### src/core/flash_spm_pkg.sv
package flash_spm_pkg;
  // ***********************************************
  // control register bit positions
  // ***********************************************
  localparam int unsigned EN_BIT = 0;
  localparam int unsigned ERASE_BIT = 1;
  localparam int unsigned WRITE_BIT = 2;
  localparam int unsigned LOCK_BIT = 3;
  localparam int unsigned REEN_BIT = 4;
  localparam int unsigned BUSY_BIT = 6;
  localparam int unsigned IE_BIT = 7;
  // ***********************************************
  // command codes in bits 5..0 (bit 6 is the busy flag)
  // ***********************************************
  localparam logic [5:0] CMD_ERASE = 6'h03;
  localparam logic [5:0] CMD_FILL = 6'h01;
  localparam logic [5:0] CMD_WRITE = 6'h05;
  localparam logic [5:0] CMD_LOCK = 6'h09;
  localparam logic [5:0] CMD_REEN = 6'h11;
  // ***********************************************
  // timing and reset values
  // ***********************************************
  localparam int unsigned ARM_WINDOW = 4;
  localparam int unsigned CLK_MHZ = 200;
  localparam int unsigned PROG_TIME_MIN_US = 3700;
  localparam int unsigned PROG_TIME_MAX_US = 4500;
  localparam int unsigned PROG_CYCLES = PROG_TIME_MIN_US * CLK_MHZ;
  localparam logic [15:0] APP_RESET_VECTOR = 16'h0000;
  localparam logic [5:0] LOCK_RESET = 6'h3F;
  typedef enum logic [1:0] {OP_NONE, OP_ERASE, OP_WRITE, OP_LOCK} op_t;
endpackage

### src/core/flash_self_program_sequencer.sv
// What this block does
// - reset vector is application address if fuse is 1, boot start if 0.
// - pointer low bits pick word in page, high bits pick page.
// - operation address latched at start; later pointer changes ignored.
// - lock-bit setting ignores the pointer entirely.
// - program-memory loads address bytes, pointer bit 0 picks the byte.
// - erase on code X0000011 then store within four cycles, page field only.
// - erase of halting region halts the CPU; other erase keeps fetching.
// - fill on code 00000001 then store; data goes to word-in-page slot.
// - buffer cleared after page write, on read re-enable, and on reset.
// - buffer loads accepted in any order within the page.
// - EEPROM write during buffer loading discards all loaded data.
// - page write on code X0000101 then store; pointer holds page only.
// - write to halting region halts the CPU; other write keeps fetching.
// - interrupt enabled gives constant request while enable bit is clear.
// - during erase or write, block reads of rw region, hold busy flag.
// - busy stays set after completion until re-enable code X0010001 is stored.
// - lock code X0001001 programs lock bits whose data bits 5..0 are zero.
// - lock programming keeps whole flash readable.
// - EEPROM write in progress refuses all self-programming commands.
// - enable and lock-set self-clear without a store in four cycles.
// - erase, write and lock timed 3.7 ms, the minimum programming time.
`timescale 1ns/10ps
`default_nettype none
module flash_self_program_sequencer #(
  parameter int unsigned PAGE_WORDS_LOG2 = 6,
  parameter int unsigned PROG_CYCLES = flash_spm_pkg::PROG_CYCLES,
  parameter logic [15:0] BOOT_START = 16'h3800,
  parameter logic [15:0] RW_REGION_LIMIT = 16'h3800
) (
  input wire logic core_clk,
  input wire logic reset,
  input wire logic ctrl_wr,
  input wire logic [7:0] ctrl_wdata,
  output logic [7:0] ctrl_rdata,
  input wire logic store_exec,
  input wire logic [15:0] z_pointer,
  input wire logic [15:0] store_data,
  input wire logic eeprom_write_active,
  input wire logic boot_reset_select_fuse,
  input wire logic [15:0] lpm_byte_addr_in,
  output logic [15:0] reset_vector,
  output logic [14:0] lpm_word_addr,
  output logic lpm_high_byte,
  output logic cpu_halt,
  output logic rw_region_read_block,
  output logic spm_irq,
  output logic [5:0] lock_bits,
  output logic buf_wr,
  output logic [PAGE_WORDS_LOG2-1:0] buf_wr_word,
  output logic [15:0] buf_wr_data,
  output logic buf_clear,
  output logic flash_op_start,
  output logic [1:0] flash_op,
  output logic [15:0] flash_page_addr
);
  localparam int unsigned PW = PAGE_WORDS_LOG2;

  // ***********************************************
  // decode helpers
  // ***********************************************
  // word addresses below the limit belong to the read-while-write region
  function automatic logic in_rw_region(input logic [15:0] word_addr);
    in_rw_region = word_addr < RW_REGION_LIMIT;
  endfunction

  // erase, write and lock run timed; every other code ends at its store
  function automatic logic is_timed(input logic [5:0] code);
    is_timed = code == flash_spm_pkg::CMD_ERASE ||
               code == flash_spm_pkg::CMD_WRITE ||
               code == flash_spm_pkg::CMD_LOCK;
  endfunction

  logic program_op_enable_q;
  logic lock_bits_set_q;
  logic page_erase_select_q;
  logic page_write_select_q;
  logic rw_region_read_reenable_q;
  logic irq_enable_q;
  logic rw_region_busy_flag_q;
  logic [2:0] arm_cnt_q;
  logic [31:0] timer_q;
  flash_spm_pkg::op_t op_q;
  logic [15:0] op_addr_q;
  logic halt_q;
  logic [5:0] lock_q;
  logic armed;
  logic store_taken;
  logic [5:0] cmd;
  logic [15:0] page_word_addr;

  assign armed = program_op_enable_q && (op_q == flash_spm_pkg::OP_NONE);
  // a store counts only when armed and no EEPROM write is running
  assign store_taken = armed && store_exec && !eeprom_write_active;
  assign cmd = {1'b0, rw_region_read_reenable_q, lock_bits_set_q,
                page_write_select_q, page_erase_select_q,
                program_op_enable_q};
  // page field kept, word field zeroed
  assign page_word_addr = {z_pointer[15:PW], {PW{1'b0}}};

  // ***********************************************
  // control register and arming window
  // ***********************************************
  always_ff @(posedge core_clk) begin
    if (reset) begin
      program_op_enable_q <= 1'b0;
      lock_bits_set_q <= 1'b0;
      page_erase_select_q <= 1'b0;
      page_write_select_q <= 1'b0;
      rw_region_read_reenable_q <= 1'b0;
      irq_enable_q <= 1'b0;
      arm_cnt_q <= 3'h0;
    end else if (op_q != flash_spm_pkg::OP_NONE) begin
      // enable stays up until the timed operation finishes
      if (timer_q == 32'h0000_0001) begin
        program_op_enable_q <= 1'b0;
        lock_bits_set_q <= 1'b0;
        page_erase_select_q <= 1'b0;
        page_write_select_q <= 1'b0;
      end
      // only the interrupt enable may change while an operation runs
      if (ctrl_wr) begin
        irq_enable_q <= ctrl_wdata[flash_spm_pkg::IE_BIT];
      end
    end else if (ctrl_wr && !eeprom_write_active) begin
      irq_enable_q <= ctrl_wdata[flash_spm_pkg::IE_BIT];
      program_op_enable_q <= ctrl_wdata[flash_spm_pkg::EN_BIT];
      page_erase_select_q <= ctrl_wdata[flash_spm_pkg::ERASE_BIT];
      page_write_select_q <= ctrl_wdata[flash_spm_pkg::WRITE_BIT];
      lock_bits_set_q <= ctrl_wdata[flash_spm_pkg::LOCK_BIT];
      rw_region_read_reenable_q <= ctrl_wdata[flash_spm_pkg::REEN_BIT];
      // the window counts the cycles in which a store is still accepted
      arm_cnt_q <= 3'(flash_spm_pkg::ARM_WINDOW);
    end else if (ctrl_wr) begin
      irq_enable_q <= ctrl_wdata[flash_spm_pkg::IE_BIT];
    end else if (armed && store_exec) begin
      // untimed codes end here; so does a store refused for a busy
      // EEPROM, otherwise the enable would stay up with no window left
      if (eeprom_write_active || !is_timed(cmd)) begin
        program_op_enable_q <= 1'b0;
        lock_bits_set_q <= 1'b0;
        page_erase_select_q <= 1'b0;
        page_write_select_q <= 1'b0;
        rw_region_read_reenable_q <= 1'b0;
      end
      arm_cnt_q <= 3'h0;
    end else if (armed) begin
      if (arm_cnt_q == 3'h1) begin
        program_op_enable_q <= 1'b0;
        lock_bits_set_q <= 1'b0;
        page_erase_select_q <= 1'b0;
        page_write_select_q <= 1'b0;
        rw_region_read_reenable_q <= 1'b0;
      end
      if (arm_cnt_q != 3'h0) begin
        arm_cnt_q <= arm_cnt_q - 3'h1;
      end
    end
  end

  // ***********************************************
  // operation launch and timing
  // ***********************************************
  always_ff @(posedge core_clk) begin
    if (reset) begin
      op_q <= flash_spm_pkg::OP_NONE;
      op_addr_q <= 16'h0000;
      timer_q <= 32'h0000_0000;
      halt_q <= 1'b0;
      flash_op_start <= 1'b0;
    end else begin
      flash_op_start <= 1'b0;
      if (op_q != flash_spm_pkg::OP_NONE) begin
        timer_q <= timer_q - 32'h0000_0001;
        if (timer_q == 32'h0000_0001) begin
          op_q <= flash_spm_pkg::OP_NONE;
          halt_q <= 1'b0;
        end
      end else if (store_taken) begin
        // the op stands PROG_CYCLES cycles and ends on the edge where
        // the timer reads one
        timer_q <= 32'(PROG_CYCLES);
        if (cmd == flash_spm_pkg::CMD_ERASE) begin
          op_q <= flash_spm_pkg::OP_ERASE;
          op_addr_q <= page_word_addr;
          halt_q <= !in_rw_region(page_word_addr);
          flash_op_start <= 1'b1;
        end else if (cmd == flash_spm_pkg::CMD_WRITE) begin
          op_q <= flash_spm_pkg::OP_WRITE;
          op_addr_q <= page_word_addr;
          halt_q <= !in_rw_region(page_word_addr);
          flash_op_start <= 1'b1;
        end else if (cmd == flash_spm_pkg::CMD_LOCK) begin
          op_q <= flash_spm_pkg::OP_LOCK;
          op_addr_q <= 16'h0000;
          halt_q <= 1'b0;
          flash_op_start <= 1'b1;
        end
      end
    end
  end

  // ***********************************************
  // lock bits, programmed bits read as zero
  // ***********************************************
  always_ff @(posedge core_clk) begin
    if (reset) begin
      lock_q <= flash_spm_pkg::LOCK_RESET;
    end else if (armed && store_exec && !eeprom_write_active &&
                 cmd == flash_spm_pkg::CMD_LOCK) begin
      // lock bits only ever move toward programmed
      lock_q <= lock_q & store_data[5:0];
    end
  end

  // ***********************************************
  // busy flag of the read-while-write region
  // ***********************************************
  always_ff @(posedge core_clk) begin
    if (reset) begin
      rw_region_busy_flag_q <= 1'b0;
    end else if (armed && store_exec && !eeprom_write_active &&
                 (cmd == flash_spm_pkg::CMD_ERASE ||
                  cmd == flash_spm_pkg::CMD_WRITE)) begin
      rw_region_busy_flag_q <= 1'b1;
    end else if (armed && store_exec && !eeprom_write_active &&
                 cmd == flash_spm_pkg::CMD_REEN) begin
      rw_region_busy_flag_q <= 1'b0;
    end
  end

  // ***********************************************
  // temporary page buffer strobes
  // ***********************************************
  always_ff @(posedge core_clk) begin
    if (reset) begin
      buf_wr <= 1'b0;
      buf_wr_word <= '0;
      buf_wr_data <= 16'h0000;
      buf_clear <= 1'b1;
    end else begin
      buf_wr <= 1'b0;
      buf_clear <= 1'b0;
      // an EEPROM write throws away any partly loaded page
      if (eeprom_write_active) begin
        buf_clear <= 1'b1;
      end else if (op_q == flash_spm_pkg::OP_WRITE &&
                   timer_q == 32'h0000_0001) begin
        buf_clear <= 1'b1;
      end else if (armed && store_exec) begin
        if (cmd == flash_spm_pkg::CMD_REEN) begin
          buf_clear <= 1'b1;
        end else if (cmd == flash_spm_pkg::CMD_FILL) begin
          buf_wr <= 1'b1;
          // any word slot is accepted, no order tracked
          buf_wr_word <= z_pointer[PW-1:0];
          buf_wr_data <= store_data;
        end
      end
    end
  end

  // ***********************************************
  // registered outputs
  // ***********************************************
  // outputs trail the internal state by one register, so flash_op,
  // cpu_halt and the busy mirror follow the start pulse a cycle later
  always_ff @(posedge core_clk) begin
    if (reset) begin
      ctrl_rdata <= 8'h00;
      reset_vector <= flash_spm_pkg::APP_RESET_VECTOR;
      lpm_word_addr <= 15'h0000;
      lpm_high_byte <= 1'b0;
      cpu_halt <= 1'b0;
      rw_region_read_block <= 1'b0;
      spm_irq <= 1'b0;
      lock_bits <= flash_spm_pkg::LOCK_RESET;
      flash_op <= 2'h0;
      flash_page_addr <= 16'h0000;
    end else begin
      ctrl_rdata <= {irq_enable_q, rw_region_busy_flag_q, 1'b0,
                     rw_region_read_reenable_q, lock_bits_set_q,
                     page_write_select_q, page_erase_select_q,
                     program_op_enable_q};
      reset_vector <= boot_reset_select_fuse ?
                      flash_spm_pkg::APP_RESET_VECTOR : BOOT_START;
      lpm_word_addr <= lpm_byte_addr_in[15:1];
      lpm_high_byte <= lpm_byte_addr_in[0];
      cpu_halt <= halt_q;
      rw_region_read_block <= rw_region_busy_flag_q;
      spm_irq <= irq_enable_q && !program_op_enable_q;
      lock_bits <= lock_q;
      flash_op <= op_q;
      flash_page_addr <= op_addr_q;
    end
  end
endmodule
`default_nettype wire

### config.mk
export PLATFORM = sky130hd
export DESIGN_NAME = flash_self_program_sequencer
export DESIGN_NICKNAME = d
export VERILOG_FILES = /design/src/core/flash_spm_pkg.sv /design/src/core/flash_self_program_sequencer.sv
export SDC_FILE = /design/constraint.sdc
export NUM_CORES = 1
export LEC_CHECK = 0
export ABC_AREA = 1
export BUFFER_PORTS_ARGS = -buffer_cell sky130_fd_sc_hd__buf_4
export CAP_MARGIN = 15
export CORE_AREA = 2 2 127 129
export CTS_CLUSTER_DIAMETER = 50
export CTS_CLUSTER_SIZE = 10
export DETAILED_ROUTE_END_ITERATION = 6
export DIE_AREA = 0 0 129 131
export SYNTH_ARGS = -nofsm -noshare
export SYNTH_HDL_FRONTEND = slang
export SYNTH_SLANG_ARGS = --single-unit
export TNS_END_PERCENT = 50
### constraint.sdc
create_clock -name core_clk -period 1.7 [get_ports core_clk]
set_input_delay 0 -clock core_clk [delete_from_list [all_inputs] [get_ports core_clk]]
set_output_delay 0 -clock core_clk [all_outputs]
set_load 0.005 [all_outputs]
==> impl_results.md, run 1 <==
* Outcome: finished clean
* Clock Root Buffer: clkbuf_16
* Routed wire length at between 10000 and 15000 um
* Die width at 129 um
* XOR/XNOR Fraction of Synth Area at less than 1%
* DPL Wire Length at between 9000 and 10000 um
* Most frequent cells after synthesis: nor2_1, dfxtp_1, nand2_1, inv_1, nand3_1
* Area of the multi-input gates at between 2000 and 2500 um2
* Final Instance Area at between 7000 and 8000 um2
* DP Area at between 6000 and 7000 um2
* Initial Utilization at 34.3%
* Most common cell in the netlist: nor2_1
* Final #Nets at a little over 1000
* Async SR Flop Fraction at 0%
* Element type at the critical path end: register
* Req. time, crit path at roughly 2000 ps
* Total CTS buffers at 17
* Critical Path Stages at 6
* DR vias at ~5000
* Synth top area share at about 49%
* Dpl cells at 1075
* Sw Share at 22.9%
* Power per standard cell area at approximately 930 nW/um2
* P_sw at ~0.0017 W
* Max cap viols at 0
* Syn Inst Count at approximately 730
* Top Family by Delay on Critical Path: buffers and inverters
* Clock power share at roughly half
* Compound-Gate Fraction of Synth Area at a little under a tenth
* IO Count at around 150
* Synth Area in Simple Gates at between 20% and 30%
* Vias in the first global route at approximately 4700
* DRC viols at 0
* Clock Path Buffers at 2
* Main combinational cell family by area after synthesis: simple AND/OR/NAND/NOR gates
* Flop and latch count out of synthesis at 130
* Iter 0 DRT Violations at 301
* Comb pwr share at under 10%
* Final Non-Filler Cells at around 1200
* Antenna cells at 0
* Post-Syn Area per Cell at 7.31 um2
* Adder-cell area share of the yosys netlist at under 10%
* Clock-pin slew on the worst setup and hold paths at approximately 60 ps
* Core area at 15600 um2
* Share of cells above drive strength 1 at 22.3%
* Area Growth Syn to Fin at 46.0%
* Setup CP Type: input port to register
* Largest area contributor in the netlist: dfxtp_1
* EDFF count, synth at 0
* Yosys cell types at 33
* Initial antenna violation count at 0
* CTS tree: done
* Final Hold Slack at around 280 ps
* Fin crit share at about 93%
* F_max at about 0.64 GHz
* Worst Path Buf+Inv at 4
* Port bufs at 131
* Clock Skew at around 10 ps
* GRT overflow at 0
* Worst R2R Path Depth at 9
* Syn Std Cell Area at between 5000 and 6000 um2
* Hold Path Class: input port to register
* Floorplan row count at 46
* Hold Violations, Final at 0
* Max FO, Critical Path at 20
* Hold Path Depth at 3
* Crit start category: input port
* H-tree depth at 4
* Fill cell count at roughly 1500
* FF/Latch Area at about 2600 um2
* Post-synthesis mux area share at 0%
* CP arrival at roughly 1900 ps
* Endpoints failing setup at 0
* Largest net degree at the start of global routing at 39
* Global-route wire length before repair at 22300 um
* Worst skew pair latency at 420 ps
* Post-DRT Antenna Nets at 0
* Final min period at ~1600 ps
* Routed wire per std cell at approximately 12 um
* Leak at 3.76 nW
* Final Max Tran Viols at 0
* CP peak stage delay at between 500 and 600 ps
* Clock sinks at 130
* Die H at 131 um
* Vias/cell at about 4.3
* Internal at ~0.0056 W
* Peak VDD IR at ~0.7 mV
* Ys flop type: dfxtp_1
* Yosys warning count at 0
* Slowest CP cell: dlygate4sd3_1
* Most common cell on crit path: dlygate4sd3_1
* Tot GR Track Use at approximately 17%
* Post-synthesis sequential area ratio at between 40 and 50%
* Sequential power share at a little over two fifths
* Global placement routability congestion at 0.839
* Most area-consuming cells after synthesis: dfxtp_1, nor2_1, nand2_1
* Die area at ~17000 um2
* Total power at about 0.0073 W
* Crit path cell chain: dlygate4sd3_1, buf_4, inv_1, nand4_1, dlygate4sd3_1, o21ai_0
* DRT Pass-1 Iters at 4
==> cells in the final DEF, fill, tap and decap left out, types with 3 or more instances in the layout <==
master / n
conb_1: 20
or2_2: 9
clkinvlp_4: 3
clkinv_2: 3
o21ai_0: 41
nor2_2: 4
clkbuf_16: 17
nand2_1: 102
nand4_1: 10
dlygate4sd3_1: 60
nand2_2: 3
clkinv_4: 4
dfxtp_1: 129
a21oi_1: 30
inv_1: 100
o21ai_1: 14
ha_1: 5
nor3_1: 9
a31oi_1: 3
nor2_1: 158
buf_4: 156
nand3_1: 45
==> power groups by stage <==
stage          clock network [W]  registers, W  logic (W)
2_1_floorplan                  0       0.00319   0.000268
3_3_place_gp                   0       0.00319   0.000464
3_5_place_dp                   0       0.00319   0.000465
4_1_cts                  0.00365       0.00312   0.000576
5_1_grt                  0.00378       0.00313   0.000653
6_report                 0.00356       0.00313   0.000584
==> registers in the layout (all words and copies together) (netlist names), 3 cells and up <==
register	count
timer_q	32
buf_wr_data	16
lpm_word_addr	15
flash_page_addr	10
op_addr_q	10
ctrl_rdata	7
buf_wr_word	6
lock_bits	6
lock_q	6
arm_cnt_q	3
==> per-layer routing <==
layer  GRT usage [%]  up-vias  part of all wire, %  wire, um
met3            4.48       19                  6.0       819
met1            21.2     2246                   46      6290
met4            6.71        0                  1.7       231
met2            27.5      145                   47      6390
met5               0        -                    0         0
li1                -     2671                    -         -
==> final timing paths <==
| kind | startpoint | to | slack, ps |
|---|---|---|---|
| worst min-delay path | boot_reset_select_fuse | reset_vector[12] | 280 |
| worst max register to register | op_q[1] | buf_wr_word[0] | 170 |
| worst max-delay path | reset | rw_region_read_reenable_q | 130 |
| worst min register to register | op_addr_q[13] | flash_page_addr[13] | 420 |
==> through the flow <==
stage	TNS [ps]	setup WS (ps)	util, %
after global placement	0	57.6	42.1
after floorplan	0	228	-
after global routing	-15.0	-13.4	50.1
final	0	126	50.1
after detailed placement	0	30.5	42.1
after CTS	0	15.3	49.6
==> worst min-delay path: stages <==
cell and delay (ps):
dlygate4sd3_1 530, buf_4 100, nor2_1 30
==> cell type report <==
cell class,instances,area share [%]
clock buffer,20,5.71
timing repair buffer,218,23.1
clock inverter,12,1.71
inverter,102,4.95
tap,216,3.46
sequential,130,33.3
multi-input combinational,473,27.8
==> timing repair <==
item,CTS,global route
buffers inserted,0,4
setup endpoints to repair,0,52
hold buffers,60,0
hold endpoints to repair,73,0
resized for setup,0,10
==> logic make-up after synthesis <==
| logic type | Yosys count |
|---|---|
| AO/OA/AOI/OAI | 96 |
| XOR/XNOR | 1 |
| adder cells (fa/ha/maj) | 5 |
| buffers and inverters | 148 |
| flip-flops | 130 |
| other | 1 |
| AND/OR/NAND/NOR | 351 |
No activity file was read; power rests on OpenSTA's default activity.
==> run 2, diff against run 1 <==
Settings changed: CORE_AREA 2 2 127 129 to 2 2 151 109, DIE_AREA 0 0 129 131 to 0 0 153 111.
==> run 2 against run 1 <==
Total power rose by 4.4%. Count of clock-buffer cells in the layout fell by 1. Sequential power barely moved. Die area rose by 0.50%. Critical path type is now register to register. Routed wire length rose by 5.3%. Clock skew rose by 2.3 ps. Sequential share of layout area fell by 0.82 points. Cell count rose by 0.60%. Via count rose by 2.3%.
==> impl_results.md, run 2 (synthesized netlist as in run 1, its figures left out) <==
* Share of cells above drive strength 1 at 22.6% (was 22.3%)
* Core area at 15800 um2 (was 15600 um2)
* Hold Path Class: input port to register (unchanged)
* Setup TNS at 0 ps (unchanged)
* Initial antenna violation count at 0 (unchanged)
* Die width at 153 um (was 129 um)
* Clock-pin slew on the worst setup and hold paths at 60 ps (about the same)
* Power per standard cell area at 948 nW/um2 (was 930 nW/um2)
* Routed wire per std cell at 12.3 um (was 11.7 um)
* Crit start category: register (was input port)
* Routed wire length at 14500 um (was 13700 um)
* Element type at the critical path end: register (unchanged)
* Post-DRT Antenna Nets at 0 (unchanged)
* Clock Path Buffers at 2 (unchanged)
* Most common library cell in the layout ignoring fill and taps: buf_4 (was nor2_1)
* Worst skew pair latency at 410 ps (was 420 ps)
* Hold Violations, Final at 0 (unchanged)
* DP Area at 6590 um2 (was 6560 um2)
* H-tree depth at 4 (unchanged)
* Max FFs per register at 32 (unchanged)
* Vias in the first global route at 5077 (was 4728)
* F_max at 0.617 GHz (was 0.635 GHz)
* Met3 global-route usage at 5.32% (was 4.48%)
* Final Hold Slack at 53.9 ps (was 279 ps)
* DPL Wire Length at 9750 um (was 9290 um)
* Die H at 111 um (was 131 um)
* Final #Nets at 1027 (was 1009)
* Fin crit share at 95.3% (was 92.6%)
* Global placement routability congestion at 0.863 (was 0.839)
* GR Util met2 at 26.6% (was 27.5%)
* Die area at 17000 um2 (was 16900 um2)
* Max cap viols at 0 (unchanged)
* Floorplan row count at 39 (was 46)
* Clock Skew at 12.3 ps (was 9.96 ps)
* Tot GR Track Use at 17.5% (was 16.8%)
* Initial Utilization at 34.0% (was 34.3%)
* Unrepaired setup endpoints after global routing: true
* Leak at 3.88 nW (was 3.76 nW)
* Final Max Tran Viols at 0 (unchanged)
* Clock sinks at 130 (unchanged)
* Clock Root Buffer: clkbuf_16 (unchanged)
* DR vias at 5198 (was 5081)
* Peak VDD IR at 0.568 mV (was 0.688 mV)
* CTS tree: done (unchanged)
* IO Count at 154 (unchanged)
* DRC viols at 0 (unchanged)
* Req. time, crit path at 2010 ps (was 2040 ps)
* DRT Pass-1 Iters at 5 (was 4)
* Total CTS buffers at 17 (unchanged)
* Port bufs at 131 (unchanged)
* Largest Register: timer_q (unchanged)
* Outcome: finished clean (unchanged)
* Top Usage Layer GRT: met2 (unchanged)
* Final min period at 1620 ps (was 1570 ps)
* Most frequent cells in the layout: buf_4, nor2_1, dfxtp_1 (was nor2_1, buf_4, dfxtp_1)
* CP arrival at 1930 ps (was 1920 ps)
* GR Util met1 at 24.3% (was 21.2%)
* Antenna cells at 0 (unchanged)
* Iter 0 DRT Violations at 288 (was 301)
* Setup CP Type: register to register (was input port to register)
* Max FO, Critical Path at 16 (was 20)
* Total power at 0.00759 W (was 0.00727 W)
* Largest regs: timer_q (32), buf_wr_data (16), lpm_word_addr (15) (unchanged)
* Global-route wire length before repair at 24400 um (was 22300 um)
* Endpoints failing setup at 0 (unchanged)
* Vias/cell at 4.41 (was 4.34)
* R2R Setup Slk at 80 ps (was 170 ps)
* GRT overflow at 0 (unchanged)
* Largest net degree at the start of global routing at 30 (was 39)
* Area Growth Syn to Fin at 49.6% (was 46.0%)
* Final Instance Area at 8010 um2 (was 7820 um2)
## run 2: power breakdown
| part | leakage (nW) | internal, W | switching, W |
|---|---|---|---|
| logic | 2.53 | 0.000332 | 0.000290 |
| registers | 1.05 | 0.00310 | 0.0000262 |
| clock network | 0.297 | 0.00246 | 0.00139 |
## run 2: what timing repair did
| item | CTS | global route |
|---|---|---|
| setup endpoints to repair | 8 | 48 |
| pin swaps | 0 | 4 |
| buffers inserted | 0 | 5 |
| gates resized for setup | 0 | 11 |
| hold endpoints to repair | 69 | 0 |
| hold buffers | 71 | 0 |
## run 2: metal layers
layer	wire, um	part of all wire, %	vias up
li1	-	-	2707
met1	7440	51	2326
met2	6100	42	157
met3	867	6.0	8
met4	59	0.41	0
met5	0	0	-
## run 2: critical path, stage by stage, from the launching register on
cell and delay (ps):
dfxtp_1 460, nand2_1 100, nor2_1 140, nand2_1 170
nor2_4 210, clkinvlp_4 130, buf_12 160, nor2_1 100
nor2_1 60
## run 2: worst paths after layout
| path | start | endpoint | cells past startpoint |
|---|---|---|---|
| hold reg to reg | op_addr_q[6] | flash_page_addr[6] | 2 |
| hold / removal | ctrl_wr | arm_cnt_q[2] | 4 |
| setup reg to reg | program_op_enable_q | buf_wr_data[12] | 8 |
| setup / recovery | program_op_enable_q | buf_wr_data[12] | 8 |
## run 2: area by class of cell
cell class,count,area [um2]
clock buffer,19,433
clock inverter,13,185
fill,1511,7750
inverter,102,387
multi-input combinational,473,2180
sequential,130,2600
tap,205,256
timing repair buffer,236,1970
## run 2: metrics by stage
stage	cells	utilization (%)	setup slack, ps
finish	1178	50.8	79.5
global route	1178	50.8	-54.9
CTS	1173	50.3	-13.1
detailed placement	1070	41.8	-5.21
global placement	1070	41.8	66.5
floorplan	751	-	228
==> run 3, diff against run 2 <==
Settings changed: PLACE_DENSITY_LB_ADDON set to 0.05.
Clock period 1.7 ns to 1.6 ns, I/O delays scaled along.
==> run 3 against run 2 <==
Routed wire length is 5.5% higher. Largest power group unchanged. First-iteration DRC count is 8.0% lower. Count of clock-buffer cells in the layout stayed put. The run now ends with negative setup slack left.
==> impl_results.md, run 3 (synthesized netlist as in run 1, its figures left out) <==
* Initial antenna violation count at 0 (unchanged)
* Peak VDD IR at 0.633 mV (was 0.568 mV)
* Clock sinks at 130 (unchanged)
* Sw Share at 23.7% (was 22.4%)
* Most common cell on crit path: nor2_4 (was nor2_1)
* F_max at 0.622 GHz (was 0.617 GHz)
* Max FFs per register at 32 (unchanged)
* Die H at 111 um (unchanged)
* Routed wire per std cell at 12.8 um (was 12.3 um)
* Vias in the first global route at 5186 (was 5077)
* Power per standard cell area at 969 nW/um2 (was 948 nW/um2)
* Largest net degree at the start of global routing at 39 (was 30)
* Slew margin rel. at a little under three fifths
* GRT overflow at 0 (unchanged)
* P_sw at 0.00192 W (was 0.00170 W)
* Fin crit share at 101% (was 95.3%)
* Tot GR Track Use at 18.0% (was 17.5%)
* DRC viols at 0 (unchanged)
* Final min period at 1610 ps (was 1620 ps)
* Failing checks: negative setup slack
* Top Family by Delay on Critical Path: simple AND/OR/NAND/NOR gates (unchanged)
* Global placement routability congestion at 0.831 (was 0.863)
* Setup CP Type: register to register (unchanged)
* Hold Path Class: input port to register (unchanged)
* CTS tree: done (unchanged)
* Final #Nets at 1038 (was 1027)
* Share of cells above drive strength 1 at 29.9% (was 22.6%)
* Unrepaired setup endpoints after global routing: true (unchanged)
* Global-route wire length before repair at 24500 um (was 24400 um)
* Slowest CP cell: dfxtp_2 (was dfxtp_1)
* DR vias at 5293 (was 5198)
* Initial Utilization at 34.0% (unchanged)
* Element type at the critical path end: register (unchanged)
* Vias/cell at 4.45 (was 4.41)
* Floorplan row count at 39 (unchanged)
* Clock Path Buffers at 2 (unchanged)
* Leak at 3.99 nW (was 3.88 nW)
* Worst skew pair latency at 420 ps (was 410 ps)
* Hold Violations, Final at 0 (unchanged)
* Final WS setup at -8.71 ps (was 79.5 ps)
* DPL Wire Length at 10600 um (was 9750 um)
* Internal at 0.00618 W (was 0.00589 W)
* Clock Skew at 5.77 ps (was 12.3 ps)
* Largest Register: timer_q (unchanged)
* Worst Path Buf+Inv at 3 (was 2)
* Max FO, Critical Path at 8 (was 16)
* Req. time, crit path at 1910 ps (was 2010 ps)
* Max cap viols at 0 (unchanged)
* Crit path cell chain: nor2_4, nand3_4, nor2_8, inv_4, nor2_4, clkinvlp_4, clkbuf_16, nor2_4, nor2_1 (was nand2_1, nor2_1, nand2_1, nor2_4, clkinvlp_4, buf_12, nor2_1, nor2_1)
* DRT Pass-1 Iters at 4 (was 5)
* Setup TNS at -8.71 ps (was 0 ps)
* Comb pwr share at 8.6% (was 8.2%)
* Most common library cell in the layout ignoring fill and taps: buf_4 (unchanged)
* Clock Root Buffer: clkbuf_16 (unchanged)
* Core Util, Final at 53.0% (was 50.8%)
* H-tree depth at 4 (unchanged)
* Routed wire length at 15300 um (was 14500 um)
* Port bufs at 131 (unchanged)
* Endpoints failing setup at 1 (was 0)
* Area Growth Syn to Fin at 56.2% (was 49.6%)
* Largest regs: timer_q (32), buf_wr_data (16), lpm_word_addr (15) (unchanged)
* Worst Tran Pin Value at about 670 ps
* Post-DRT Antenna Nets at 0 (unchanged)
* Die area at 17000 um2 (unchanged)
* Iter 0 DRT Violations at 265 (was 288)
* Die width at 153 um (unchanged)
* Clock power share at 50.4% (was 50.6%)
* Sequential power share at 41.0% (was 41.2%)
* Outcome: finished with violations (was finished clean)
* Clock-pin slew on the worst setup and hold paths at 60 ps (about the same)
* Crit start category: register (unchanged)
* Core area at 15800 um2 (unchanged)
* Fill cell count at 1498 (was 1511)
* Total CTS buffers at 17 (unchanged)
* Antenna cells at 0 (unchanged)
* Most frequent cells in the layout: buf_4, nor2_1, dfxtp_1 (unchanged)
* CP arrival at 1920 ps (was 1930 ps)
* Final Max Tran Viols at 0 (unchanged)
* CP peak stage delay at 330 ps (was 460 ps)
* IO Count at 154 (unchanged)
==> run 3: layer usage <==
| layer | track usage, % | part of all wire [%] | up-vias |
|---|---|---|---|
| met5 | 0 | 0 | - |
| met4 | 5.56 | 1.2 | 0 |
| met3 | 5.32 | 5.5 | 15 |
| met2 | 28.1 | 44 | 123 |
| met1 | 24.1 | 50 | 2418 |
| li1 | - | - | 2737 |
==> run 3: worst reg2reg max path, delay by kind of cell (launching register included) <==
family / cells / cell delay [ps]
simple gates: 6 / 750
buf+inv: 3 / 440
flops: 1 / 330
==> run 3: area by class of cell <==
class	count	area (um2)	area share [%]
Sequential cell	130	2610	31.2
Inverter	102	392	4.68
Timing Repair Buffer	247	2110	25.2
Multi-Input combinational cell	473	2380	28.5
Clock buffer	19	443	5.30
Tap cell	205	256	3.07
Clock inverter	13	174	2.08
==> run 3: power groups by stage <==
| stage | Clock (W) | Combinational, W | Sequential [W] |
|---|---|---|---|
| after detailed placement | 0 | 0.000530 | 0.00339 |
| after global routing | 0.00429 | 0.000769 | 0.00333 |
| after global placement | 0 | 0.000523 | 0.00339 |
| after CTS | 0.00415 | 0.000652 | 0.00332 |
| final | 0.00409 | 0.000694 | 0.00332 |
| after floorplan | 0 | 0.000285 | 0.00339 |
==> run 3: repair_timing <==
item / 4_1_cts / 5_1_grt
gates resized for setup: 3 / 93
hold buffers: 61 / 0
endpoints found under the hold margin: 80 / 0
pin swaps: 1 / 13
setup endpoints to repair: 24 / 59
buffers inserted: 1 / 6
cloned: 0 / 1
==> run 3: path summary, 6_finish.rpt <==
kind / depth (start not counted) / start / endpoint / slack [ps]
setup / recovery: 9 / op_q[0] / buf_wr_data[10] / -9
hold / removal: 3 / reset / timer_q[18] / 20
hold reg to reg: 2 / op_addr_q[12] / flash_page_addr[12] / 420
setup reg to reg: 9 / op_q[0] / buf_wr_data[10] / -9
==> run 3: metrics by stage <==
| stage | cell area (um2) | hold slack, ps | instances | setup WS (ps) | total power (W) |
|---|---|---|---|---|---|
| after detailed placement | 6770 | 156 | 1088 | -56.9 | 0.00392 |
| final | 8360 | 21.6 | 1189 | -8.71 | 0.00810 |
| after floorplan | 5420 | 66.7 | 751 | 128 | 0.00368 |
| after CTS | 8020 | 17.0 | 1182 | -15.0 | 0.00812 |
| after global routing | 8360 | 16.7 | 1189 | -64.0 | 0.00839 |
| after global placement | 6770 | 153 | 1088 | -25.0 | 0.00391 |
